==> src/design/tape_seq_pkg.sv <==
// Summary of operation
// write pre/post delays per table at 25 ips
// read pre/post delays per table at 25 ips
// delays scale inversely with tape speed
// transport starts/stops within 15 ms ramps
// dual stack write ends on record gap
// no direction or read/write change while moving
// simple spacing: wait one stop time
// same type and direction may restart at once
// write error: backspace, rewrite with normal delays
// start sets load point or normal flag
// 9-bit counter decode clears flag and counter
// one begin-transfer pulse after pre delay
// end-of-transfer sets post flag, times post delay
// stop pulse drops motion command
// speed handled only by counter clock rate
// chain adapter reports format, head, speed; this project has no chain adapter
// format and head settings held per command
package tape_seq_pkg;

  // ******************************************************************
  // timing base
  // ******************************************************************
  localparam int unsigned CLK_HZ = 20_000_000;
  localparam int unsigned TICK_UNIT_MS = 1; // one counter step = 1 ms at 25 ips
  // cycles per counter step at the reference speed
  localparam int unsigned TICK_REF_CYCLES_DEF = CLK_HZ / 1000 * TICK_UNIT_MS;
  localparam int unsigned SPEED_W = 9; // tape speed in quarter ips
  localparam logic [SPEED_W-1:0] REF_SPEED_Q = 9'h064; // 25 ips
  localparam int unsigned CNT_W = 9;
  localparam int unsigned ACC_W = 32;

  // ******************************************************************
  // delays in ms at 25 ips, equal to counter steps
  // ******************************************************************
  localparam logic [CNT_W-1:0] PRE_WR_LP = 9'h0E2; // 226
  localparam logic [CNT_W-1:0] PRE_WR_MARK = 9'h096; // 150
  localparam logic [CNT_W-1:0] PRE_WR_S9 = 9'h017; // 23
  localparam logic [CNT_W-1:0] PRE_WR_S7 = 9'h01C; // 28
  localparam logic [CNT_W-1:0] PRE_WR_D9 = 9'h011; // 17
  localparam logic [CNT_W-1:0] PRE_WR_D7 = 9'h016; // 22
  localparam logic [CNT_W-1:0] PRE_RD_LP = 9'h03C; // 60
  localparam logic [CNT_W-1:0] PRE_RD = 9'h00C; // 12
  localparam logic [CNT_W-1:0] POST_WR = 9'h003; // 3
  localparam logic [CNT_W-1:0] POST_RD_FWD = 9'h000; // 0
  localparam logic [CNT_W-1:0] POST_REV9 = 9'h003; // 3
  localparam logic [CNT_W-1:0] POST_REV7 = 9'h008; // 8
  localparam logic [CNT_W-1:0] POST_EDIT9 = 9'h008; // 8
  localparam logic [CNT_W-1:0] POST_EDIT7 = 9'h00D; // 13
  localparam logic [CNT_W-1:0] STOP_TIME = 9'h00F; // 15 start/stop time

  // ******************************************************************
  // types
  // ******************************************************************
  typedef enum logic [2:0] {
    OP_WRITE, OP_WRITE_MARK, OP_READ_FWD, OP_READ_REV, OP_READ_EDIT
  } op_e;
  typedef enum logic [1:0] {PH_IDLE, PH_PRE, PH_XFER, PH_POST} phase_e;
  typedef enum logic [1:0] {RT_NONE, RT_BACK, RT_REWRITE} retry_e;

  function automatic logic is_write(input op_e op);
    return (op == OP_WRITE) || (op == OP_WRITE_MARK);
  endfunction

  function automatic logic is_rev(input op_e op);
    return (op == OP_READ_REV) || (op == OP_READ_EDIT);
  endfunction

  // pre-record decode by command kind, load point, format and head
  function automatic logic [CNT_W-1:0] pre_delay(input op_e op, input logic lp,
                                                 input logic t7, input logic dual);
    logic [CNT_W-1:0] v;
    v = lp ? PRE_RD_LP : PRE_RD;
    if (is_write(op)) begin
      if (lp) begin
        v = PRE_WR_LP;
      end else if (op == OP_WRITE_MARK) begin
        v = PRE_WR_MARK;
      end else if (dual) begin
        v = t7 ? PRE_WR_D7 : PRE_WR_D9;
      end else begin
        v = t7 ? PRE_WR_S7 : PRE_WR_S9;
      end
    end
    return v;
  endfunction

  // post-record decode
  function automatic logic [CNT_W-1:0] post_delay(input op_e op, input logic t7);
    logic [CNT_W-1:0] v;
    v = POST_RD_FWD;
    if (is_write(op)) begin
      v = POST_WR;
    end else if (op == OP_READ_REV) begin
      v = t7 ? POST_REV7 : POST_REV9;
    end else if (op == OP_READ_EDIT) begin
      v = t7 ? POST_EDIT7 : POST_EDIT9;
    end
    return v;
  endfunction

endpackage

==> src/design/tick_if.sv <==
`timescale 1ns/1ps
`default_nettype none
// ******************************************************************
// speed setting in, counter step out
// ******************************************************************
interface tick_if;
  import tape_seq_pkg::*;
  logic [SPEED_W-1:0] speed_q;
  logic tick;
  modport src (input speed_q, output tick);
  modport snk (output speed_q, input tick);
endinterface
`default_nettype wire

==> src/design/rate_tick.sv <==
`timescale 1ns/1ps
`default_nettype none
module rate_tick
  import tape_seq_pkg::*;
#(
  parameter int unsigned TICK_REF_CYCLES = TICK_REF_CYCLES_DEF
) (
  input wire logic ref_clk_i, // 20 MHz clock
  input wire logic rst_n_i, // async reset, low
  tick_if.src tk // speed in, step out
);

  typedef struct packed {
    logic [ACC_W-1:0] acc;
    logic tick;
  } rate_s;

  localparam logic [ACC_W-1:0] LIMIT = ACC_W'(REF_SPEED_Q * TICK_REF_CYCLES);

  rate_s s;
  rate_s next_s;
  logic [ACC_W-1:0] sum;

  // fractional accumulator: step rate exactly proportional to speed
  always_comb begin
    next_s = s;
    sum = s.acc + ACC_W'(tk.speed_q);
    next_s.tick = 1'b0;
    next_s.acc = sum;
    if (sum >= LIMIT) begin
      next_s.acc = sum - LIMIT; // keep the remainder, no drift
      next_s.tick = 1'b1;
    end
  end

  always_ff @(posedge ref_clk_i or negedge rst_n_i) begin
    if (!rst_n_i) begin
      s <= '0;
    end else begin
      s <= next_s;
    end
  end

  assign tk.tick = s.tick;

  // a step is a single cycle at speeds up to the reference speed
  tick_single_a: assert property (@(posedge ref_clk_i) disable iff (!rst_n_i)
    s.tick && (tk.speed_q <= REF_SPEED_Q) |=> !s.tick)
    else $error("counter step longer than one cycle");

endmodule
`default_nettype wire

==> src/design/tape_motion_delay_sequencer.sv <==
`timescale 1ns/1ps
`default_nettype none
module tape_motion_delay_sequencer
  import tape_seq_pkg::*;
#(
  parameter int unsigned TICK_REF_CYCLES = TICK_REF_CYCLES_DEF
) (
  input wire logic ref_clk_i, // 20 MHz clock
  input wire logic rst_n_i, // async reset, low
  input wire logic [SPEED_W-1:0] speed_qips_i, // tape speed, quarter ips
  input wire logic track7_i, // 1 = 7-track format
  input wire logic dual_stack_i, // 1 = dual-stack head
  input wire logic tape_load_point_i, // tape at load point
  input wire logic cmd_valid_i, // command request
  input wire op_e cmd_op_i, // command kind
  output logic cmd_ready_o, // command taken when valid
  input wire logic end_data_i, // end of transfer / record gap seen
  input wire logic write_error_i, // write check failed, with end_data_i
  output logic forward_motion_cmd_o, // forward motion to transport
  output logic reverse_motion_cmd_o, // reverse motion to transport
  output logic write_status_o, // write mode to transport
  output logic begin_data_o, // pulse: start data transfer
  output logic done_o, // pulse: command finished, tape stopping
  output logic stopped_o // tape known to be at rest
);

  // ******************************************************************
  // state
  // ******************************************************************
  typedef struct packed {
    phase_e phase;
    op_e op;
    retry_e retry;
    logic load_point_delay_flag;
    logic normal_delay_flag;
    logic post_delay_flag;
    logic fwd;
    logic rev;
    logic last_rev;
    logic wstat;
    logic t7;
    logic dual;
    logic err;
    logic stopped;
    logic begin_p;
    logic done_p;
    logic [CNT_W-1:0] cnt;
    logic [CNT_W-1:0] stop_cnt;
  } seq_s;

  seq_s s;
  seq_s next_s;
  logic tick;
  op_e sel_op;
  logic want;
  logic may_go;
  logic launch;
  logic [CNT_W-1:0] pre_t;
  logic [CNT_W-1:0] post_t;

  tick_if tk ();

  assign tk.speed_q = speed_qips_i;
  assign tick = tk.tick;

  // counter clock follows tape speed; nothing else depends on speed
  rate_tick #(
    .TICK_REF_CYCLES(TICK_REF_CYCLES)
  ) u_rate (
    .ref_clk_i(ref_clk_i),
    .rst_n_i(rst_n_i),
    .tk(tk)
  );

  // ******************************************************************
  // command selection and separation
  // ******************************************************************
  // a pending retry takes precedence over the user
  always_comb begin
    unique case (s.retry)
      RT_BACK: sel_op = OP_READ_REV;
      RT_REWRITE: sel_op = OP_WRITE;
      default: sel_op = cmd_op_i;
    endcase
  end

  assign want = (s.retry != RT_NONE) || cmd_valid_i;
  // restart while decelerating only for same kind and direction
  assign may_go = s.stopped ||
                  ((is_write(sel_op) == s.wstat) && (is_rev(sel_op) == s.last_rev));
  assign launch = (s.phase == PH_IDLE) && want && may_go;
  assign cmd_ready_o = (s.phase == PH_IDLE) && (s.retry == RT_NONE) && may_go;

  // decode of the current command, settings latched at start
  assign pre_t = pre_delay(s.op, s.load_point_delay_flag, s.t7, s.dual);
  assign post_t = post_delay(s.op, s.t7);

  // ******************************************************************
  // sequencer
  // ******************************************************************
  always_comb begin
    next_s = s;
    next_s.begin_p = 1'b0;
    next_s.done_p = 1'b0;
    // stop timer runs only while no motion command is up
    if (!s.fwd && !s.rev && !s.stopped && tick) begin
      if (s.stop_cnt + 9'h001 >= STOP_TIME) begin
        next_s.stopped = 1'b1;
      end else begin
        next_s.stop_cnt = s.stop_cnt + 9'h001;
      end
    end
    unique case (s.phase)
      PH_IDLE: begin
        if (launch) begin
          next_s.op = sel_op;
          next_s.fwd = !is_rev(sel_op);
          next_s.rev = is_rev(sel_op);
          next_s.last_rev = is_rev(sel_op);
          next_s.wstat = is_write(sel_op);
          next_s.t7 = track7_i;
          next_s.dual = dual_stack_i;
          next_s.stopped = 1'b0;
          next_s.stop_cnt = '0;
          next_s.cnt = '0;
          // retries use normal delays so each lands farther on
          next_s.load_point_delay_flag = tape_load_point_i && (s.retry == RT_NONE);
          next_s.normal_delay_flag = !(tape_load_point_i && (s.retry == RT_NONE));
          next_s.phase = PH_PRE;
          if (s.retry == RT_BACK) begin
            next_s.retry = RT_REWRITE;
          end else begin
            next_s.retry = RT_NONE;
          end
        end
      end
      PH_PRE: begin
        if (s.cnt >= pre_t) begin
          next_s.load_point_delay_flag = 1'b0;
          next_s.normal_delay_flag = 1'b0;
          next_s.cnt = '0;
          next_s.begin_p = 1'b1;
          next_s.phase = PH_XFER;
        end else if (tick) begin
          next_s.cnt = s.cnt + 9'h001;
        end
      end
      PH_XFER: begin
        // for dual stack the caller raises this on the record gap
        if (end_data_i) begin
          next_s.post_delay_flag = 1'b1;
          next_s.err = write_error_i && s.wstat;
          next_s.cnt = '0;
          next_s.phase = PH_POST;
        end
      end
      PH_POST: begin
        if (s.cnt >= post_t) begin
          next_s.post_delay_flag = 1'b0;
          next_s.fwd = 1'b0;
          next_s.rev = 1'b0;
          next_s.done_p = 1'b1;
          next_s.cnt = '0;
          next_s.phase = PH_IDLE;
          if (s.err) begin
            next_s.retry = RT_BACK;
          end
          next_s.err = 1'b0;
        end else if (tick) begin
          next_s.cnt = s.cnt + 9'h001;
        end
      end
    endcase
  end

  // tape assumed at rest after reset
  always_ff @(posedge ref_clk_i or negedge rst_n_i) begin
    if (!rst_n_i) begin
      s <= '{phase: PH_IDLE, op: OP_READ_FWD, retry: RT_NONE, stopped: 1'b1, default: '0};
    end else begin
      s <= next_s;
    end
  end

  assign forward_motion_cmd_o = s.fwd;
  assign reverse_motion_cmd_o = s.rev;
  assign write_status_o = s.wstat;
  assign begin_data_o = s.begin_p;
  assign done_o = s.done_p;
  assign stopped_o = s.stopped;

  // ******************************************************************
  // checks
  // ******************************************************************
  start_flag_a: assert property (@(posedge ref_clk_i) disable iff (!rst_n_i)
    launch |=> (s.load_point_delay_flag != s.normal_delay_flag) && (s.phase == PH_PRE))
    else $error("start did not set exactly one delay flag");

  pre_end_a: assert property (@(posedge ref_clk_i) disable iff (!rst_n_i)
    (s.phase == PH_PRE) && (s.cnt >= pre_t) |=> (s.cnt == '0) && begin_data_o
      && !s.load_point_delay_flag && !s.normal_delay_flag)
    else $error("pre delay decode did not clear flag and counter");

  begin_once_a: assert property (@(posedge ref_clk_i) disable iff (!rst_n_i)
    begin_data_o |-> $past(s.phase) == PH_PRE ##1 !begin_data_o [*2])
    else $error("begin transfer not a single pulse");

  post_flag_a: assert property (@(posedge ref_clk_i) disable iff (!rst_n_i)
    (s.phase == PH_XFER) && end_data_i |=> s.post_delay_flag && (s.cnt == '0))
    else $error("end of transfer did not set post flag");

  stop_drop_a: assert property (@(posedge ref_clk_i) disable iff (!rst_n_i)
    s.post_delay_flag && (s.cnt >= post_t) |=> !forward_motion_cmd_o
      && !reverse_motion_cmd_o && done_o)
    else $error("post delay end did not drop motion");

  // judged on the motion outputs, so a wrong launch gate is caught too
  dir_change_a: assert property (@(posedge ref_clk_i) disable iff (!rst_n_i)
    $rose(forward_motion_cmd_o || reverse_motion_cmd_o)
      && ($changed(write_status_o) || $changed(s.last_rev)) |-> $past(s.stopped))
    else $error("direction or mode change while tape moving");

  cnt_step_a: assert property (@(posedge ref_clk_i) disable iff (!rst_n_i)
    (s.cnt != '0) && (s.cnt != $past(s.cnt)) |-> $past(tick)
      && (s.cnt == $past(s.cnt) + 9'h001))
    else $error("delay counter moved without a step");

  mode_hold_a: assert property (@(posedge ref_clk_i) disable iff (!rst_n_i)
    (s.phase != PH_IDLE) && !launch |=> $stable(write_status_o) && $stable(s.t7)
      && $stable(s.dual))
    else $error("mode or format changed inside a command");

  retry_seq_a: assert property (@(posedge ref_clk_i) disable iff (!rst_n_i)
    done_o && (s.retry == RT_BACK) |-> !cmd_ready_o)
    else $error("user command accepted before rewrite");

endmodule
`default_nettype wire

==> config.mk <==
export PLATFORM = sky130hd
export DESIGN_NAME = tape_motion_delay_sequencer
export DESIGN_NICKNAME = d
export VERILOG_FILES = /design/src/design/tape_seq_pkg.sv /design/src/design/tick_if.sv /design/src/design/rate_tick.sv /design/src/design/tape_motion_delay_sequencer.sv
export SDC_FILE = /design/constraint.sdc
export NUM_CORES = 1
export LEC_CHECK = 0
export ABC_AREA = 1
export ABC_CLOCK_PERIOD_IN_PS = 4100
export BUFFER_PORTS_ARGS = -buffer_cell sky130_fd_sc_hd__buf_4
export CAP_MARGIN = 20
export CORE_MARGIN = 10
export CORE_UTILIZATION = 37
export CTS_BUF_LIST = sky130_fd_sc_hd__clkbuf_8 sky130_fd_sc_hd__clkbuf_16
export CTS_CLUSTER_SIZE = 25
export DETAILED_ROUTE_END_ITERATION = 12
export RECOVER_POWER = 100
export SETUP_SLACK_MARGIN = 0.3
export SLEW_MARGIN = 10
export SYNTH_ARGS = -nofsm -noshare
export SYNTH_HDL_FRONTEND = slang
export SYNTH_SLANG_ARGS = --single-unit
==> constraint.sdc <==
create_clock -name ref_clk_i -period 4.1 [get_ports ref_clk_i]
set_clock_uncertainty 0.15 [all_clocks]
set_input_delay 0.205 -clock ref_clk_i [delete_from_list [all_inputs] [get_ports ref_clk_i]]
set_output_delay 0.205 -clock ref_clk_i [all_outputs]
set_load 0.1 [all_outputs]
* Word-level counts from Yosys, hierarchy flattened
Index checks and enable logic that the tools add are counted.
** Word-level totals
- Flip-flop bits (word level) :: 69
- Bits of input ports :: 20
- Output and inout port bits :: 7
- Word-level logic and storage cells :: 127
** Cells by class
- $add $sub $neg :: 4
- $lt $le $gt $ge :: 4
- Equal/unequal tests :: 18
- Mux-type cells :: 48
- Reductions and logical operators :: 35
** Operators with widths (count)
- $mux W9 :: 8
- $pmux W9 S4 :: 1
- $mux W33 :: 1
- $add A32 B9 Y32 :: 1
- $ge A32 B21 Y1 const B :: 1
- $sub A32 B21 Y32 const B :: 1
- $mux W4 :: 6
- $mux W8 :: 3
- $add A9 B1 Y9 const B :: 2
- $ge A9 B9 Y1 :: 2
- $mux W18 :: 1
- $mux W2 :: 8
- $mux W6 :: 2
- $pmux W2 S2 :: 3
- $logic_and A1 B1 Y1 :: 10
- $mux W1 :: 10
- $ne A2 B2 Y1 const B :: 5
- $ge A9 B4 Y1 const B :: 1
- $reduce_and A3 Y1 :: 3
- $pmux W2 S4 :: 1
- $reduce_and A4 Y1 :: 2
- $reduce_bool A2 Y1 :: 4
- $eq A2 B2 Y1 const B :: 3
- $eq A3 B1 Y1 const B :: 2
- other kinds (12) :: 28

* Longest topological paths before layout
Gate-level depths: netlist (run 1).
- Depth after elaboration :: 10
- Depth in mapped cells :: 20
- Depth with buffers taken out :: 20

* By module
From an unflattened synthesis (run 1), not the netlist that was laid out.
** Second synthesis, totals
- Cell total of the unflattened synthesis :: 879
- Area total of the unflattened synthesis :: 5878.1 um2
** Modules (own cells, without submodules)
- rate_tick :: times used 1, cells each 551, area each 3388.2 um2, seq. area each 825.8 um2
- tape_motion_delay_sequencer :: times used 1, cells each 328, area each 2489.9 um2, seq. area each 903.4 um2

* Worst setup path after synthesis (run 1)
No wires, ideal clock.
- Path type :: register -> register
- Start point :: register u_rate.s[1] (netlist name)
- End point :: register u_rate.s[32] (netlist name)
- Setup time :: 0.120 ns
- Data arrival time :: 2.611 ns
- Required time :: 3.830 ns
- Path slack :: 1.218 ns
- Cell stages (with the launch flop) :: 19
- Path through :: dfrtp_1 -> ha_1 -> fa_1 -> nand2_1 -> nand2_1 -> nand3_1 -> nand2_1 -> or2_2 -> nand2_1 -> ha_1 -> nand2_1 -> nand2_1 -> nand2_1 -> nand2_1 -> nand2_1 -> nand2_2 -> nand2_1 -> o21ai_0 -> nand2_1
** RTL lines
- start, declared :: line rate_tick.sv:20 : rate_s s;
- start signal, assigned :: line rate_tick.sv:40 : s <= next_s;

==> results of run 1 <==
[tightest hold or removal path, delay by kind of cell]
kind,cells,cell delay (ns)
AOI/OAI and AO/OA,1,0.07
buffers and inverters,1,0.11
and+or+nand+nor,1,0.07
[repair_timing]
item,CTS,global route
endpoints found under the setup margin,0,10
hold buffers,5,0
setup buffers,0,0
endpoints found under the hold margin,71,0
gates resized for setup,0,1
[metrics by stage]
| step | cells | hold WS [ns] | worst slack, ns | total power (W) |
|---|---|---|---|---|
| final | 1059 | 0.0111 | 0.526 | 0.00365 |
| after global routing | 1059 | 0.0124 | 0.174 | 0.00398 |
| after CTS | 1059 | 0.0114 | 0.576 | 0.00371 |
| after detailed placement | 1038 | 0.258 | 0.761 | 0.00294 |
| after global placement | 1038 | 0.256 | 0.816 | 0.00295 |
| after floorplan | 834 | -0.241 | 1.22 | 0.00245 |
[cell usage after synthesis (4+ instances only)]
master / n
sky130_fd_sc_hd__nand2_1: 252
sky130_fd_sc_hd__inv_1: 121
sky130_fd_sc_hd__nand3_1: 94
sky130_fd_sc_hd__nor2_1: 70
sky130_fd_sc_hd__dfrtp_1: 67
sky130_fd_sc_hd__a21oi_1: 35
sky130_fd_sc_hd__ha_1: 34
sky130_fd_sc_hd__o21ai_0: 31
sky130_fd_sc_hd__xor2_1: 26
sky130_fd_sc_hd__nand4_1: 18
sky130_fd_sc_hd__nand2_2: 11
sky130_fd_sc_hd__nor3_1: 10
sky130_fd_sc_hd__o21ai_2: 7
sky130_fd_sc_hd__nor2_2: 6
sky130_fd_sc_hd__nor4_1: 6
sky130_fd_sc_hd__xnor2_1: 6
sky130_fd_sc_hd__clkbuf_1: 4
sky130_fd_sc_hd__nand3b_1: 4
[layer usage]
metal / share of wire [%] / up-vias / GRT usage [%]
met5: 0 / - / 0
met3: 5.6 / 19 / 2.89
met1: 48 / 2403 / 20.0
li1: - / 2766 / -
met2: 45 / 124 / 23.6
met4: 1.7 / 0 / 4.78
[flip-flops by register name, indices dropped and copies added, names as in the netlist]
signal / flops
u_rate.s: 32
begin_data_o: 1
reverse_motion_cmd_o: 1
done_o: 1
stopped_o: 1
write_status_o: 1
s: 30
u_rate.tk.tick: 1
forward_motion_cmd_o: 1
[power breakdown]
part / leakage [nW] / total, W / switching, W / internal (W)
Clock: 0.138 / 0.000754 / 0.000335 / 0.000419
Sequential: 0.841 / 0.00105 / 0.000185 / 0.000861
Combinational: 2.30 / 0.00185 / 0.00124 / 0.000609
Total: 3.28 / 0.00365 / 0.00176 / 0.00189
[kinds of logic (layout without fill, tap and decap cells)]
group                      Yosys count  after routing
and+or+nand+nor                    482            482
DFF                                 69             69
AOI/OAI and AO/OA                   86             86
xor gates and xnor gates            32             32
adders and majority gates           35             35
buffers and inverters              130            171
[placed cells by master, fill, tap and decap left out, drive strengths merged]
cell type    synthesis  layout
nor3                10      10
dfrtp               67      67
inv                123     126
o211ai               2       2
or2                  2       2
nand2              264     264
o21bai               2       2
nand3               96      96
clkinv               0       3
clkinvlp             0       1
a21boi               2       2
o31ai                1       1
xnor2                6       6
o21ai               40      40
dlygate4sd3          0       5
dfstp                2       2
o22ai                2       2
nor2                78      78
nor3b                2       2
o21a                 2       2
nand3b               4       4
and3                 1       1
buf                  3      16
a21oi               35      35
ha                  34      34
nand4               19      19
fa                   1       1
nor4                 6       6
clkbuf               4      20
xor2                26      26
[final cells by class]
type	instances	area share, %
multi-input cells	635	53.1
flip-flops and latches	69	27.8
inverters	123	7.42
well taps	184	3.70
clock buffers	9	3.62
repair buffers	32	3.48
clock inverters	7	0.945
[final timing paths]
path	slack, ns	endpoint	startpoint	cells past startpoint
min reg2reg	0.32	u_rate.s[1]$_DFF_PN0_	u_rate.s[1]$_DFF_PN0_	1
min in group asynchronous	0.69	u_rate.s[16]$_DFF_PN0_	rst_n_i	2
max	0.53	u_rate.s[32]$_DFF_PN0_	speed_qips_i[0]	20
min	0.01	s[30]$_DFFE_PN0P_	tape_load_point_i	3
max reg2reg	0.70	u_rate.s[32]$_DFF_PN0_	u_rate.s[1]$_DFF_PN0_	18
max in group asynchronous	2.05	s[17]$_DFFE_PN0P_	rst_n_i	2
==> parameters.txt, run 1 <==
Parameter                              Value

CTS
  Clk_lat worst skew ... approximately 0.35 ns
  H-Tree Level Count ... 3
  Root cell of the clock tree ... sky130_fd_sc_hd__clkbuf_16
  TritonCTS sink count ... between 60 and 70
  Max Root-Sink Buffers ... 2
  TritonCTS clock tree ... done
  Post-CTS clock slew at the launch and capture registers of the worst setup and hold paths ... 0.06 ns
  Total clock buffers created by CTS ... 9

Setup path
  Cell family contributing the most delay on the critical path ... simple AND/OR/NAND/NOR gates
  Sort of element at the end of the critical path ... flip-flop
  Buffer and inverter count on the worst path ... 2
  Largest stage delay, worst path ... roughly 0.53 ns
  Crit start category ... primary input
  Signal arrival time at the worst endpoint ... roughly 3.7 ns
  Type of the worst setup path ... primary input to flip-flop
  Critical-path cell list ... dlygate4sd3_1 -> clkbuf_4 -> ha_1 -> fa_1 -> nand2_1 -> nand2_1 -> nand3_1 -> nand2_1 -> or2_2 -> nand2_1 -> ha_1 -> nand2_1 -> nand2_1 -> nand2_1 -> nand2_1 -> nand2_1 -> nand2_1 -> nand2_1 -> o21ai_0 -> nand2_1
  Critical-path maximum fanout ... 9
  Cell type with the highest occurrence count on the critical path ... sky130_fd_sc_hd__nand2_1
  Required time at the endpoint of the critical path ... 4.18 ns
  Slowest cell on the critical path ... sky130_fd_sc_hd__dlygate4sd3_1

Detailed routing
  Drt wl/cell ... ~14 µm
  Total vias in the final route ... ~5300
  Detailed router's first-iteration violation count ... 401
  Post-detailed-routing wire length ... around 15 mm
  Residual antenna-violating net count after detailed routing ... 0
  Via density per instance ... 5.02
  Router iterations before antenna repair ... 5
  Post-route DRC violation count ... 0

Global routing
  Vias in the first global route ... 5128
  Total overflow reported by the global router ... 0
  Number of antenna violations at the first check in global routing ... 0
  GR Util All Layers ... 14.9%
  Largest net degree at the start of global routing ... 70
  Global-route wire length before repair ... 24.7 mm

Final layout
  Final Instance Area ... just over 6000 µm²
  Area taken by flip-flops and latches ... 1730 µm²
  Filler Cells Inserted ... 1556
  N_diodes ... 0
  Share of final-layout standard cells stronger than drive strength 1 ... under 10%
  Combined area of the multi-input logic cells ... 3300 µm²
  Post-layout net count ... 925
  Final standard cell utilization of the core ... 42.5%
  Relative area change from synthesis to final layout ... 11.8%

Yosys
  Dominant combinational cell family by area after synthesis ... simple AND/OR/NAND/NOR gates
  Most area-hungry cell type in the Yosys netlist ... sky130_fd_sc_hd__dfrtp_1
  Post-Syn Nets ... 889
  Main flop type after synthesis ... sky130_fd_sc_hd__dfrtp_1
  Cell area after technology mapping ... 5570 µm²
  Post-synthesis sequential area ratio ... 31.1%
  Number of instances in the synthesized netlist ... ~830
  Post-synthesis mux area share ... 0%
  Post-Synth Adder-Cell Area ... under 10%
  Area share of and/or/nand/nor cells after synthesis ... between 30% and 40%
  Mean Syn Cell Area ... about 6.7 µm²
  Yosys cell types ... 37
  FF+latch count, synth ... 69
  Fraction of registers with async set or reset after synthesis ... 100%
  Count of flip-flops with a built-in enable after synthesis ... 0
  Cell types with the largest area share after synthesis ... sky130_fd_sc_hd__dfrtp_1 30%, sky130_fd_sc_hd__nand2_1 17%, sky130_fd_sc_hd__nand3_1 8.5%, sky130_fd_sc_hd__inv_1 8.2%, sky130_fd_sc_hd__ha_1 7.6%
  Yosys top cell area share ... 30.1%
  Warnings from Yosys ... 0
  Post-synthesis xor/xnor area fraction ... 5.03%
  Post-synthesis compound-gate area fraction ... between 8 and 9%

STA
  RSZ-0062 raised after global routing ... no
  Total negative slack ... 0 ns
  Achievable Freq ... 280 MHz
  Final period demand of the worst path ... 3.57 ns
  Period utilisation layout ... 87.2%
  Number of max-slew violations in the final report ... 70
  Final setup viols ... 0
  Final number of hold-violating endpoints ... 0
  Worst max-slew margin expressed relative to the limit ... -16.7%
  Slew at the pin with the worst max-slew slack ... ~1.7 ns

Place
  Final weighted congestion in routability-driven placement ... 0.925
  PortBufs ... 26
  Post-detail-place hpwl ... 11.5 mm
  Post-detailed-placement cell area ... between 5000 and 6000 µm²

Die
  I/O pin count ... 27
  Initial cell density of the core ... 38.0%
  Die outline height ... ~140 µm
  Total number of placement rows ... 44
  Die ar. ... roughly 20000 µm²
  Floorplan core area ... 14600 µm²
  X dimension of the die ... 143 µm

Run status
  Failing checks ... capacitance limit, slew limit
  Result of the run ... finished with violations

Pwr
  IR Drop Worst-Case VDD ... roughly 0.00025 V
  Ratio of total power to cell area ... 587 nW/µm²
  Leakage power ... between 3 and 4 nW

Flow run
  Maximum capacitance violations ... 1

Worst hold path
  Worst hold-check path type ... primary input to flip-flop
Power figures use the tool's default switching activity.
==> run 2, diff against run 1 <==
CORE_UTILIZATION = 50   (was 37)
PLACE_DENSITY = 0.67   (was not set)
==> run 2 against run 1 <==
Compared with the run above:
- the flow still finishes with violations (capacitance limit, slew limit)
- cell count is 4.1% lower
- flip-flop and latch count stayed put
- setup slack got worse by 0.086 ns
- clock-buffer cell count increased by 1
- clock power down 15%
- register-to-register slack worse by 0.12 ns
- global-route usage grew 3.8 points
- final area shrank 1.6%
- sequential power hardly changed
- wire length up 2.3%
==> parameters.txt, run 2 (synthesis gave the netlist of run 1 again) <==
Parameter                              Value

CTS
  PostCTS Resize Cnt ... 0
  Max Root-Sink Buffers ... 2
  TritonCTS sink count ... 69
  Clk_lat worst skew ... 0.37 ns
  H-Tree Level Count ... 3
  Root cell of the clock tree ... sky130_fd_sc_hd__clkbuf_8
  TritonCTS clock tree ... done
  Post-CTS clock slew at the launch and capture registers of the worst setup and hold paths ... ~0.08 ns
  Total clock buffers created by CTS ... 9
  Post CTS Setup Buffer Count ... 0

Global routing
  Largest net degree at the start of global routing ... 70
  Vias in the first global route ... roughly 5300
  Global-route wire length before repair ... 24.8 mm
  Total overflow reported by the global router ... 0
  GR Util All Layers ... 18.8%
  Number of antenna violations at the first check in global routing ... 0

Setup path
  Signal arrival time at the worst endpoint ... about 3.8 ns
  Largest stage delay, worst path ... 0.54 ns
  Buffer and inverter count on the worst path ... 3
  Reg-to-reg critical path startpoint ... u_rate.s[1]$_DFF_PN0_
  Crit path depth ... 17
  Cell type with the highest occurrence count on the critical path ... sky130_fd_sc_hd__nand3_1
  Type of the worst setup path ... primary input to flip-flop
  Register-to-register setup slack ... 0.58 ns
  Required time at the endpoint of the critical path ... 4.20 ns
  Reg2Reg Depth ... 15
  Crit start category ... primary input
  Slowest cell on the critical path ... sky130_fd_sc_hd__dlygate4sd3_1
  Cell family contributing the most delay on the critical path ... simple AND/OR/NAND/NOR gates
  Sort of element at the end of the critical path ... flip-flop
  Critical-path cell list ... dlygate4sd3_1 -> clkbuf_4 -> ha_1 -> fa_1 -> nand3_1 -> nand3_1 -> nand3_1 -> nand3_1 -> nand3_1 -> xor2_1 -> nand2_1 -> nor2_1 -> nand2_1 -> nor2_1 -> nand2_4 -> inv_2 -> o21ai_0
  Critical-path maximum fanout ... 27
  Capture instance of the worst register-to-register path ... u_rate.s[9]$_DFF_PN0_

Final layout
  Regs by FF count ... u_rate.s: 32 flops, s: 30 flops
  Filler Cells Inserted ... 1080
  N_diodes ... 0
  Area taken by flip-flops and latches ... 1730 µm²
  Register containing the most flip-flops in the final layout ... u_rate.s
  Combined area of the multi-input logic cells ... 3300 µm²
  Most common cell after layout, fill and taps aside ... sky130_fd_sc_hd__nand2_1
  Post-layout net count ... 926
  Most frequent cells in the layout ... 253 x sky130_fd_sc_hd__nand2_1, 122 x sky130_fd_sc_hd__inv_1, 94 x sky130_fd_sc_hd__nand3_1
  Final Instance Area ... roughly 6100 µm²
  Share of final-layout standard cells stronger than drive strength 1 ... under 10%
  Relative area change from synthesis to final layout ... 10.0%
  Max reg flops ... 32

Worst hold path
  End of the worst hold path ... s[35]$_DFFE_PN0P_
  Worst hold-check path type ... primary input to flip-flop
  Worst Min Path Start ... cmd_op_i[2]
  Number of instances on the worst hold path ... 3

Die
  I/O pin count ... 27
  Total number of placement rows ... 38
  Die outline height ... 126 µm
  Floorplan core area ... 10900 µm²
  Initial cell density of the core ... 51.1%
  Die ar. ... about 16000 µm²
  X dimension of the die ... about 130 µm

STA
  Achievable Freq ... 273 MHz
  Final period demand of the worst path ... 3.66 ns
  Worst Setup Slack, final ... between 0.4 and 0.5 ns
  RSZ-0062 raised after global routing ... no
  Slew at the pin with the worst max-slew slack ... between 1.5 and 2 ns
  Number of max-slew violations in the final report ... 70
  Total negative slack ... 0 ns
  Final number of hold-violating endpoints ... 0
  Final setup viols ... 0
  Worst max-slew margin expressed relative to the limit ... -17.7%
  Period utilisation layout ... 89.3%

Place
  Final weighted congestion in routability-driven placement ... ~0.95
  Pre-CTS worst setup slack ... 0.713 ns
  PortBufs ... 26
  Post-detailed-placement cell area ... 5890 µm²
  Post-detail-place hpwl ... 11.7 mm

Detailed routing
  Detailed router's first-iteration violation count ... around 320
  Via density per instance ... 5.33
  Post-route DRC violation count ... 0
  Router iterations before antenna repair ... 5
  Residual antenna-violating net count after detailed routing ... 0
  Post-detailed-routing wire length ... 14.9 mm
  Total vias in the final route ... 5414
  Drt wl/cell ... 14.6 µm

Pwr
  Switching power ... 0.00174 W
  Portion of total power attributed to the clock network ... about 18%
  Design internal power ... 0.00182 W
  Fraction of power spent switching nets ... about 49%
  Leakage power ... roughly 3.3 nW
  IR Drop Worst-Case VDD ... 0.000450 V
  Ratio of total power to cell area ... 581 nW/µm²
  Combinational group share of total power ... between 50% and 60%
  Register share of total power ... between 20% and 30%

Flow run
  Maximum capacitance violations ... 1

Run status
  Failing checks ... capacitance limit, slew limit
  Result of the run ... finished with violations
## run 2: cell count changes in the layout (fill, tap and decap cells not counted), moves of 2 or more
cell                            before  now
sky130_fd_sc_hd__bufinv_16           0    2
sky130_fd_sc_hd__clkbuf_16           9    0
sky130_fd_sc_hd__clkbuf_8            0   10
sky130_fd_sc_hd__dlygate4sd3_1       5    7
## run 2: worst max-delay path by stage
stage / startpoint / endpoint
final: speed_qips_i[0] / u_rate.s[9]$_DFF_PN0_
after global routing: speed_qips_i[0] / u_rate.s[9]$_DFF_PN0_
after CTS: speed_qips_i[0] / u_rate.s[9]$_DFF_PN0_
after detailed placement: u_rate.s[1]$_DFF_PN0_ / u_rate.s[9]$_DFF_PN0_
after global placement: u_rate.s[1]$_DFF_PN0_ / u_rate.s[11]$_DFF_PN0_
after floorplan: u_rate.s[1]$_DFF_PN0_ / u_rate.s[32]$_DFF_PN0_
## run 2: per-stage QoR
stage               total power (W)  hold WS (ns)  cells  utilization [%]
floorplan                   0.00245        -0.241    834                -
CTS                         0.00361       0.00966   1016             56.8
detailed placement          0.00295         0.245    993             54.1
global route                0.00387        0.0386   1016             56.3
global placement            0.00292         0.241    993             54.1
finish                      0.00356        0.0239   1016             56.3
## run 2: worst min-delay path: stages
cell	delay (ns)
sky130_fd_sc_hd__buf_4	0.10
sky130_fd_sc_hd__nand2_1	0.09
sky130_fd_sc_hd__o21ai_0	0.09
## run 2: what timing repair did
item / 4_1_cts / 5_1_grt
hold buffers: 7 / 0
endpoints found under the hold margin: 73 / 0
endpoints found under the setup margin: 0 / 0
## run 2: power by group through the flow
stage / Combinational (W) / Clock [W] / Sequential [W]
final: 0.00187 / 0.000639 / 0.00105
after global placement: 0.00187 / 0 / 0.00105
after global routing: 0.00212 / 0.000686 / 0.00106
after floorplan: 0.00147 / 0 / 0.000985
after CTS: 0.00192 / 0.000654 / 0.00104
after detailed placement: 0.00190 / 0 / 0.00106
## run 2: cell type report
| class | count | share of cell area [%] |
|---|---|---|
| multi-input combinational | 635 | 53.9 |
| sequential | 69 | 28.2 |
| inverter | 123 | 7.54 |
| clock buffer | 10 | 2.25 |
| timing repair buffer | 33 | 3.80 |
| clock inverter | 6 | 1.41 |
| tap | 140 | 2.86 |
## run 2: metal layers
metal  vias up  routed length [µm]  GRT usage (%)
met5         -                   0              0
met1      2496                7020           24.3
li1       2762                   -              -
met4         0                 291           7.11
met2       130                6800           30.7
met3        26                 767           2.96
